`src/fpt_regs.svh`:
```
// register offsets, reset values and timing counts of the fan pwm and tach block
`ifndef FPT_REGS_SVH
`define FPT_REGS_SVH
`define FPT_SMB_ADDR 7'h2A
`define FPT_OFS_TEMP_HI 8'h01
`define FPT_OFS_TEMP_LO 8'h10
`define FPT_OFS_OFFSET_HI 8'h11
`define FPT_OFS_OFFSET_LO 8'h12
`define FPT_OFS_TACH_LO 8'h46
`define FPT_OFS_TACH_HI 8'h47
`define FPT_OFS_CONFIG 8'h4A
`define FPT_OFS_DRIVE 8'h4C
`define FPT_OFS_FREQ 8'h4D
`define FPT_OFS_LUT_FIRST 8'h50
`define FPT_OFS_LUT_LAST 8'h5F
`define FPT_CFG_LUT_EN_BIT 0
`define FPT_RST_BYTE 8'h00
`define FPT_RST_FREQ 8'h14
`define FPT_RST_TACH 16'hFFFF
`define FPT_RD_UNMAPPED 8'hFF
`define FPT_CLK_HZ 25000000
`define FPT_TACH_CLK_HZ 90000
`define FPT_PWM_TICK_HZ 100000
`define FPT_TACH_DIV 9'((`FPT_CLK_HZ) / (`FPT_TACH_CLK_HZ))
`define FPT_PWM_DIV 9'((`FPT_CLK_HZ) / (`FPT_PWM_TICK_HZ))
`endif

```
`src/fpt_pkg.sv`:
```
// types shared by the fan pwm and tach block
package fpt_pkg;
  typedef struct packed {
    logic strobe;
    logic [7:0] addr;
    logic [7:0] data;
  } fpt_wr_t;
  typedef enum logic [3:0] {
    SMB_IDLE = 4'h0,
    SMB_ADDR = 4'h1,
    SMB_ACK_ADDR = 4'h2,
    SMB_CMD = 4'h3,
    SMB_ACK_CMD = 4'h4,
    SMB_WDATA = 4'h5,
    SMB_ACK_DATA = 4'h6,
    SMB_RDATA = 4'h7,
    SMB_RACK = 4'h8,
    SMB_RLOAD = 4'h9
  } fpt_smb_state_t;
endpackage

```
`src/fpt_smbus_slave.sv`:
```
// smbus byte read/write slave with a command pointer
`timescale 1ns/1ns
`include "fpt_regs.svh"
module fpt_smbus_slave import fpt_pkg::*; (
  input wire logic clk_i,
  input wire logic reset_i,
  input wire logic scl_i,
  input wire logic sda_i,
  output logic sda_o,
  output logic sda_oe_o,
  output fpt_wr_t wr_o,
  output logic [7:0] rd_addr_o,
  input wire logic [7:0] rd_data_i
);
  logic scl_reg;
  logic sda_reg;
  fpt_smb_state_t state_reg;
  logic [7:0] sh_reg;
  logic [3:0] cnt_reg;
  logic [7:0] cmd_reg;
  logic rw_reg;
  logic oe_reg;
  fpt_wr_t wr_reg;
  logic scl_rise;
  logic scl_fall;
  logic start_seen;
  logic stop_seen;

  assign scl_rise = scl_i & ~scl_reg;
  assign scl_fall = ~scl_i & scl_reg;
  assign start_seen = scl_i & scl_reg & sda_reg & ~sda_i;
  assign stop_seen = scl_i & scl_reg & ~sda_reg & sda_i;
  assign sda_o = 1'b0;
  assign sda_oe_o = oe_reg;
  assign wr_o = wr_reg;
  assign rd_addr_o = cmd_reg;

  // previous line levels for edge and start/stop detection
  always_ff @(posedge clk_i) begin
    if (reset_i) begin
      scl_reg <= 1'b1;
      sda_reg <= 1'b1;
    end else begin
      scl_reg <= scl_i;
      sda_reg <= sda_i;
    end
  end

  // bus protocol engine
  always_ff @(posedge clk_i) begin
    if (reset_i) begin
      state_reg <= SMB_IDLE;
      sh_reg <= 8'h00;
      cnt_reg <= 4'h0;
      cmd_reg <= 8'h00;
      rw_reg <= 1'b0;
      oe_reg <= 1'b0;
      wr_reg <= '0;
    end else begin
      wr_reg.strobe <= 1'b0;
      if (start_seen) begin
        state_reg <= SMB_ADDR;
        cnt_reg <= 4'h0;
        oe_reg <= 1'b0;
      end else if (stop_seen) begin
        state_reg <= SMB_IDLE;
        oe_reg <= 1'b0;
      end else begin
        case (state_reg)
          SMB_ADDR, SMB_CMD, SMB_WDATA: begin
            if (scl_rise && cnt_reg != 4'h8) begin
              sh_reg <= {sh_reg[6:0], sda_i};
              cnt_reg <= cnt_reg + 4'h1;
            end else if (scl_fall && cnt_reg == 4'h8) begin
              cnt_reg <= 4'h0;
              oe_reg <= 1'b1;
              if (state_reg == SMB_ADDR) begin
                rw_reg <= sh_reg[0];
                if (sh_reg[7:1] == `FPT_SMB_ADDR) begin
                  state_reg <= SMB_ACK_ADDR;
                end else begin
                  oe_reg <= 1'b0;
                  state_reg <= SMB_IDLE;
                end
              end else if (state_reg == SMB_CMD) begin
                cmd_reg <= sh_reg;
                state_reg <= SMB_ACK_CMD;
              end else begin
                wr_reg <= '{strobe: 1'b1, addr: cmd_reg, data: sh_reg};
                state_reg <= SMB_ACK_DATA;
              end
            end
          end
          SMB_ACK_ADDR: begin
            if (scl_fall) begin
              if (rw_reg) begin
                sh_reg <= rd_data_i;
                oe_reg <= ~rd_data_i[7];
                state_reg <= SMB_RDATA;
              end else begin
                oe_reg <= 1'b0;
                state_reg <= SMB_CMD;
              end
            end
          end
          SMB_ACK_CMD, SMB_ACK_DATA: begin
            if (scl_fall) begin
              oe_reg <= 1'b0;
              if (state_reg == SMB_ACK_DATA) begin
                cmd_reg <= cmd_reg + 8'h01;
              end
              state_reg <= SMB_WDATA;
            end
          end
          SMB_RDATA: begin
            if (scl_fall) begin
              if (cnt_reg == 4'h7) begin
                oe_reg <= 1'b0;
                cnt_reg <= 4'h0;
                state_reg <= SMB_RACK;
              end else begin
                oe_reg <= ~sh_reg[6];
                sh_reg <= {sh_reg[6:0], 1'b0};
                cnt_reg <= cnt_reg + 4'h1;
              end
            end
          end
          SMB_RACK: begin
            if (scl_rise) begin
              if (sda_i) begin
                state_reg <= SMB_IDLE;
              end else begin
                cmd_reg <= cmd_reg + 8'h01;
                state_reg <= SMB_RLOAD;
              end
            end
          end
          SMB_RLOAD: begin
            if (scl_fall) begin
              sh_reg <= rd_data_i;
              oe_reg <= ~rd_data_i[7];
              state_reg <= SMB_RDATA;
            end
          end
          default: begin
            state_reg <= SMB_IDLE;
          end
        endcase
      end
    end
  end
endmodule // fpt_smbus_slave

```
`src/fpt_fan_ctrl.sv`:
```
// fan pwm drive, temperature lookup curve, offset correction and tach period counter
// What this block does
// - pwm duty equals value over twice the frequency setting
// - sixteen-slot table gives eight-step temperature curve
// - signed offset added to every remote reading
// - count 90 kHz periods per two tach pulses
// - count split low byte then high byte
`timescale 1ns/1ns
`include "fpt_regs.svh"
module fpt_fan_ctrl import fpt_pkg::*; (
  input wire logic clk_i,
  input wire logic reset_i,
  input wire logic smb_clk_i,
  input wire logic smb_data_i,
  output logic smb_data_o,
  output logic smb_data_oe_o,
  input wire logic tach_i,
  input wire logic [15:0] remote_temp_raw_i,
  output logic [15:0] remote_temp_o,
  output logic pwm_o
);
  fpt_wr_t wr;
  logic [7:0] rd_addr;
  logic [7:0] rd_data;
  logic [7:0] offset_hi_reg;
  logic [7:0] offset_lo_reg;
  logic [7:0] drive_reg;
  logic [7:0] freq_reg;
  logic [7:0] config_reg;
  logic [7:0] lut_reg [0:15];
  logic [15:0] temp_reg;
  logic [8:0] pwm_div_reg;
  logic [8:0] tach_div_reg;
  logic pwm_tick;
  logic tach_tick;
  logic [8:0] pwm_cnt_reg;
  logic [8:0] period;
  logic [7:0] duty;
  logic [7:0] lut_pwm;
  logic [7:0] hit;
  logic tach_q_reg;
  logic tach_rise;
  logic half_reg;
  logic [15:0] tach_cnt_reg;
  logic [15:0] tach_reg;

  fpt_smbus_slave u_smbus (
    .clk_i(clk_i),
    .reset_i(reset_i),
    .scl_i(smb_clk_i),
    .sda_i(smb_data_i),
    .sda_o(smb_data_o),
    .sda_oe_o(smb_data_oe_o),
    .wr_o(wr),
    .rd_addr_o(rd_addr),
    .rd_data_i(rd_data)
  );

  // writable control registers
  always_ff @(posedge clk_i) begin
    if (reset_i) begin
      offset_hi_reg <= `FPT_RST_BYTE;
      offset_lo_reg <= `FPT_RST_BYTE;
      drive_reg <= `FPT_RST_BYTE;
      freq_reg <= `FPT_RST_FREQ;
      config_reg <= `FPT_RST_BYTE;
    end else if (wr.strobe) begin
      case (wr.addr)
        `FPT_OFS_OFFSET_HI: offset_hi_reg <= wr.data;
        `FPT_OFS_OFFSET_LO: offset_lo_reg <= wr.data;
        `FPT_OFS_DRIVE: drive_reg <= wr.data;
        `FPT_OFS_FREQ: freq_reg <= wr.data;
        `FPT_OFS_CONFIG: config_reg <= wr.data;
        default: begin
        end
      endcase
    end
  end

  // curve slots: even slot is a threshold, odd slot its pwm value
  for (genvar i = 0; i < 16; i++) begin : g_slot
    always_ff @(posedge clk_i) begin
      if (reset_i) begin
        lut_reg[i] <= `FPT_RST_BYTE;
      end else if (wr.strobe && wr.addr == (`FPT_OFS_LUT_FIRST + 8'(i))) begin
        lut_reg[i] <= wr.data;
      end
    end
  end

  for (genvar s = 0; s < 8; s++) begin : g_step
    assign hit[s] = $signed(temp_reg[15:8]) >= $signed(lut_reg[2 * s]);
  end

  // highest step whose threshold is reached; below the first step the fan is off
  always_comb begin
    lut_pwm = 8'h00;
    for (int s = 0; s < 8; s++) begin
      if (hit[s]) begin
        lut_pwm = lut_reg[2 * s + 1];
      end
    end
  end

  // read multiplexer
  always_comb begin
    rd_data = `FPT_RD_UNMAPPED;
    case (rd_addr)
      `FPT_OFS_TEMP_HI: rd_data = temp_reg[15:8];
      `FPT_OFS_TEMP_LO: rd_data = temp_reg[7:0];
      `FPT_OFS_OFFSET_HI: rd_data = offset_hi_reg;
      `FPT_OFS_OFFSET_LO: rd_data = offset_lo_reg;
      `FPT_OFS_TACH_LO: rd_data = tach_reg[7:0];
      `FPT_OFS_TACH_HI: rd_data = tach_reg[15:8];
      `FPT_OFS_CONFIG: rd_data = config_reg;
      `FPT_OFS_DRIVE: rd_data = drive_reg;
      `FPT_OFS_FREQ: rd_data = freq_reg;
      default: begin
        if (rd_addr >= `FPT_OFS_LUT_FIRST && rd_addr <= `FPT_OFS_LUT_LAST) begin
          rd_data = lut_reg[rd_addr[3:0]];
        end
      end
    endcase
  end

  // offset-corrected remote temperature
  always_ff @(posedge clk_i) begin
    if (reset_i) begin
      temp_reg <= 16'h0000;
    end else begin
      temp_reg <= remote_temp_raw_i + {offset_hi_reg, offset_lo_reg};
    end
  end
  assign remote_temp_o = temp_reg;

  // rate dividers for the pwm count and the tach clock
  assign pwm_tick = pwm_div_reg == (`FPT_PWM_DIV - 9'h001);
  assign tach_tick = tach_div_reg == (`FPT_TACH_DIV - 9'h001);
  always_ff @(posedge clk_i) begin
    if (reset_i || pwm_tick) begin
      pwm_div_reg <= 9'h000;
    end else begin
      pwm_div_reg <= pwm_div_reg + 9'h001;
    end
  end
  always_ff @(posedge clk_i) begin
    if (reset_i || tach_tick) begin
      tach_div_reg <= 9'h000;
    end else begin
      tach_div_reg <= tach_div_reg + 9'h001;
    end
  end

  // pwm generator
  assign period = {freq_reg, 1'b0};
  assign duty = config_reg[`FPT_CFG_LUT_EN_BIT] ? lut_pwm : drive_reg;
  always_ff @(posedge clk_i) begin
    if (reset_i) begin
      pwm_cnt_reg <= 9'h000;
    end else if (pwm_tick) begin
      if (pwm_cnt_reg >= period - 9'h001 || period == 9'h000) begin
        pwm_cnt_reg <= 9'h000;
      end else begin
        pwm_cnt_reg <= pwm_cnt_reg + 9'h001;
      end
    end
  end
  always_ff @(posedge clk_i) begin
    if (reset_i) begin
      pwm_o <= 1'b0;
    end else begin
      pwm_o <= (period != 9'h000) && ({1'b0, duty} >= period || {1'b0, duty} > pwm_cnt_reg);
    end
  end

  // tach period counter over two pulses, saturating when the fan stalls
  assign tach_rise = tach_i & ~tach_q_reg;
  always_ff @(posedge clk_i) begin
    if (reset_i) begin
      tach_q_reg <= 1'b0;
      half_reg <= 1'b0;
      tach_cnt_reg <= 16'h0000;
      tach_reg <= `FPT_RST_TACH;
    end else begin
      tach_q_reg <= tach_i;
      if (tach_rise) begin
        half_reg <= ~half_reg;
      end
      if (tach_rise && half_reg) begin
        tach_reg <= tach_cnt_reg;
        tach_cnt_reg <= 16'h0000;
      end else if (tach_tick && tach_cnt_reg != 16'hFFFF) begin
        tach_cnt_reg <= tach_cnt_reg + 16'h0001;
      end
    end
  end
endmodule // fpt_fan_ctrl

```
`config.mk`:
```
export PLATFORM = sky130hd
export DESIGN_NAME = fpt_fan_ctrl
export DESIGN_NICKNAME = d
export VERILOG_FILES = /design/src/fpt_pkg.sv /design/src/fpt_smbus_slave.sv /design/src/fpt_fan_ctrl.sv
export VERILOG_INCLUDE_DIRS = /design/src
export SDC_FILE = /design/constraint.sdc
export NUM_CORES = 1
export LEC_CHECK = 0
export ABC_AREA = 1
export BUFFER_PORTS_ARGS = -buffer_cell sky130_fd_sc_hd__buf_2
export CAP_MARGIN = 40
export CELL_PAD_IN_SITES_DETAIL_PLACEMENT = 1
export CELL_PAD_IN_SITES_GLOBAL_PLACEMENT = 2
export CORE_ASPECT_RATIO = 0.9
export CORE_UTILIZATION = 36
export CTS_BUF_LIST = sky130_fd_sc_hd__clkbuf_8
export DETAILED_ROUTE_END_ITERATION = 16
export GPL_TIMING_DRIVEN = 0
export PLACE_DENSITY_LB_ADDON = 0.1
export RECOVER_POWER = 100
export SLEW_MARGIN = 20
export SYNTH_ARGS = -nofsm -noshare
export SYNTH_HDL_FRONTEND = slang
export SYNTH_SLANG_ARGS = --single-unit
```
`constraint.sdc`:
```
create_clock -name clk_i -period 3.35 [get_ports clk_i]
set_clock_uncertainty 0.2 [all_clocks]
set_input_delay 0.335 -clock clk_i [delete_from_list [all_inputs] [get_ports clk_i]]
set_output_delay 0.335 -clock clk_i [all_outputs]
set_load 0.005 [all_outputs]
```
==> impl_metrics.tcl <==
set metrics [dict create \
    status "finished, violations left" \
    violations "setup timing" \
    slew_violations 0 \
    critPathMaxFanout 7 \
    clock_path_buffers 3 \
    syn_nets 2269 \
    gr-usage-met2_pct 49.0 \
    holdWs_ns 0.00963 \
    path_class "reg2reg" \
    yosys.area.top_type "edfxtp_1" \
    synthArstFlopShare_pct 0 \
    holdCritPathClass "in2reg" \
    largest_reg_flops 128 \
    synth_area_um2 16800 \
    rsz0062_at_grt "true" \
    core_um2 45600 \
    die_w_um 230 \
    cap_violations 0 \
    synthCells 2132 \
    root_buffer "clkbuf_8" \
    crit_arrival_ns 4.34 \
    viasPerCell 5.42 \
    gr-usage-all-layers_pct 28.5 \
    tns_ns -0.648 \
    synth_edf_count 128 \
    die-area_um2 47500 \
    period_needed_ns 4.00 \
    drt-pass1-iter-count 5 \
    powerDensity_nw_per_um2 511 \
    initial_utilization_pct 36.8 \
    slowest_delay_ns 0.41 \
    cts_tree "done" \
    gr-usage-met1_pct 36.1 \
    drt_wl_total_um 67500 \
    critPathSlowestCell "dfxtp_4" \
    die_h_um 207 \
    layout_common_cells "inv_1 (292), nand2_1 (287), nor2_1 (276), a21oi_1 (233), o21ai_0 (203)" \
    grt_start_max_net_pins 15 \
    crit_path_start_kind "flop" \
    tightest_slew_ns 1.26 \
    postRouteAntennaNets 0 \
    met3_usage_pct 3.85 \
    fmax_mhz 250 \
    clk_latency_ns 0.66 \
    nets 2450 \
    path_cells "buf_4 > ha_1 > nand4_1 > inv_1 > nand2_1 > o211ai_1 > or2_2 > nand3_2 > inv_1 > nand3_1 > nand2_1 > nand3_2 > nand2_2 > a21oi_4 > ha_4 > inv_2 > nor2_2 > o211ai_1 > a21oi_1 > a211o_1 > a21oi_2 > o32a_1 > a21oi_2" \
    r2r_start "remote_temp_o[15]" \
    num_rows 74 \
    setup_violations 1 \
    startpoint "remote_temp_o[15]" \
    clk_pin_slew_worst_paths_ns 0.06 \
    end_kind "flop" \
    antenna_found_initial 0 \
    grt_pass1_wl_um 101000 \
    min_from "reset_i" \
    wl_per_cell_um 22.8 \
    setup_slack_ns -0.648 \
    fillers 5592 \
    drive_gt1_share_pct 11.9 \
    ir_drop_v 0.000368 \
    slew_headroom_pct 15.2 \
    yosys-top-cells-area "edfxtp_1 (23%), dfxtp_1 (20%), ha_1 (8.6%), a21oi_1 (7.2%), nand2_1 (6.6%)" \
    finalCritPeriodShare_pct 119 \
    area_delta_synth_final_pct 18.1 \
    gr-total-overflow 0 \
    hpwlAfterDp_um 51400 \
    clock_sinks 295 \
    worstPathRequired_ns 3.69 \
    syn_avg_cell_area_um2 7.87 \
    ys.warnings.count 0 \
    leakage_nw 8.04 \
    cts_max_level 2 \
    first_global_vias 16400 \
    io_pins 40 \
    io_buffers 37 \
    synth_ff_type "dfxtp_1" \
    ys_ff_latch 295 \
    numCtsBuffers 58 \
    yosys.cell_types.count 67 \
    vias 16100 \
    synth_top_area_share_pct 22.9 \
    drtIter0Drc 1021 \
    final_common_cell "inv_1" \
    grt-busiest-layer "met2" \
    ys_seq_area_share_pct 42.8 \
    drc 0 \
    place_congestion 0.957 \
    diodes 0 \
    finalHoldViolCount 0 \
]
cell families (layout without fill, tap and decap cells):
kind of cell	Yosys count	after routing	synth area share, %
other cells	1	1	0.0223
simple gates	759	759	19.6
mux	3	3	0.179
xor+xnor	13	13	0.679
flops	295	295	42.8
fa+ha+maj	116	116	8.69
compound gates	573	573	19.5
buf+inv	372	597	8.54
routing by layer:
| metal | vias up | share of wire (%) |
|---|---|---|
| li1 | 7653 | - |
| met1 | 7896 | 44 |
| met2 | 400 | 47 |
| met3 | 127 | 4.4 |
| met4 | 0 | 4.0 |
| met5 | - | 0 |
final timing paths:
kind	cells after the start	slack, ns	to
max	23	-0.65	pwm_o
min	3	0.01	u_smbus.wr_o[16]
max reg2reg	23	-0.65	pwm_o
min reg2reg	2	0.25	half_reg
critical path, delay by kind of cell, from the launching register on:
kind | cells | cell delay, ns
compound gates | 8 | 1.19
simple gates | 9 | 1.08
fa+ha+maj | 2 | 0.57
buf+inv | 4 | 0.43
flops | 1 | 0.41
through the flow:
stage	total power [W]	util, %	setup WS [ns]	instance area (um^2)	cells
after floorplan	0.00565	-	0.00108	16900	2132
after global placement	0.00641	39.0	-1.12	17800	2777
after detailed placement	0.00649	39.3	-1.18	17900	2792
after CTS	0.0102	43.2	-0.623	19700	2951
after global routing	0.0106	43.4	-0.818	19800	2965
final	0.0101	43.4	-0.648	19800	2965
cells in the mapped netlist (all sizes together) (3+ instances only):
cell type and n:
o221ai 10, o2111ai 3, or2 6, clkinv 4
nand2 302, nor3b 6, o22ai 3, a21oi 243
a221oi 14, o21a 5, xor2 12, nand4 29
dfxtp 167, mux2i 3, a32o 4, a31oi 9
nor4 11, nor2 290, a211oi 17, o21bai 3
o21ai 212, inv 289, nand3 78, o211ai 29
a2111oi 6, edfxtp 128, buf 22, clkbuf 57
nor3 34, a21o 3, ha 115
final cells by class:
class | count | area, um^2 | area share [%]
multi-input combinational | 1465 | 8360 | 42.2
sequential | 295 | 7220 | 36.4
inverter | 293 | 1110 | 5.59
clock buffer | 71 | 977 | 4.93
timing repair buffer | 121 | 893 | 4.51
tap | 608 | 761 | 3.84
buffer | 79 | 345 | 1.74
clock inverter | 33 | 160 | 0.808
where the power goes:
group | switching [W] | internal (W) | leakage, nW
clock | 0.00166 | 0.00197 | 0.672
combinational | 0.00160 | 0.000744 | 4.74
sequential | 0.000219 | 0.00395 | 2.63
timing repair:
action                                  in CTS  in global routing
buffers inserted                            32                  6
gates resized for setup                     47                 25
endpoints found under the setup margin       1                 11
hold buffers                                23                  0
pin swaps                                   16                 30
endpoints found under the hold margin       22                  0
No activity file was read; power rests on OpenSTA's default activity.
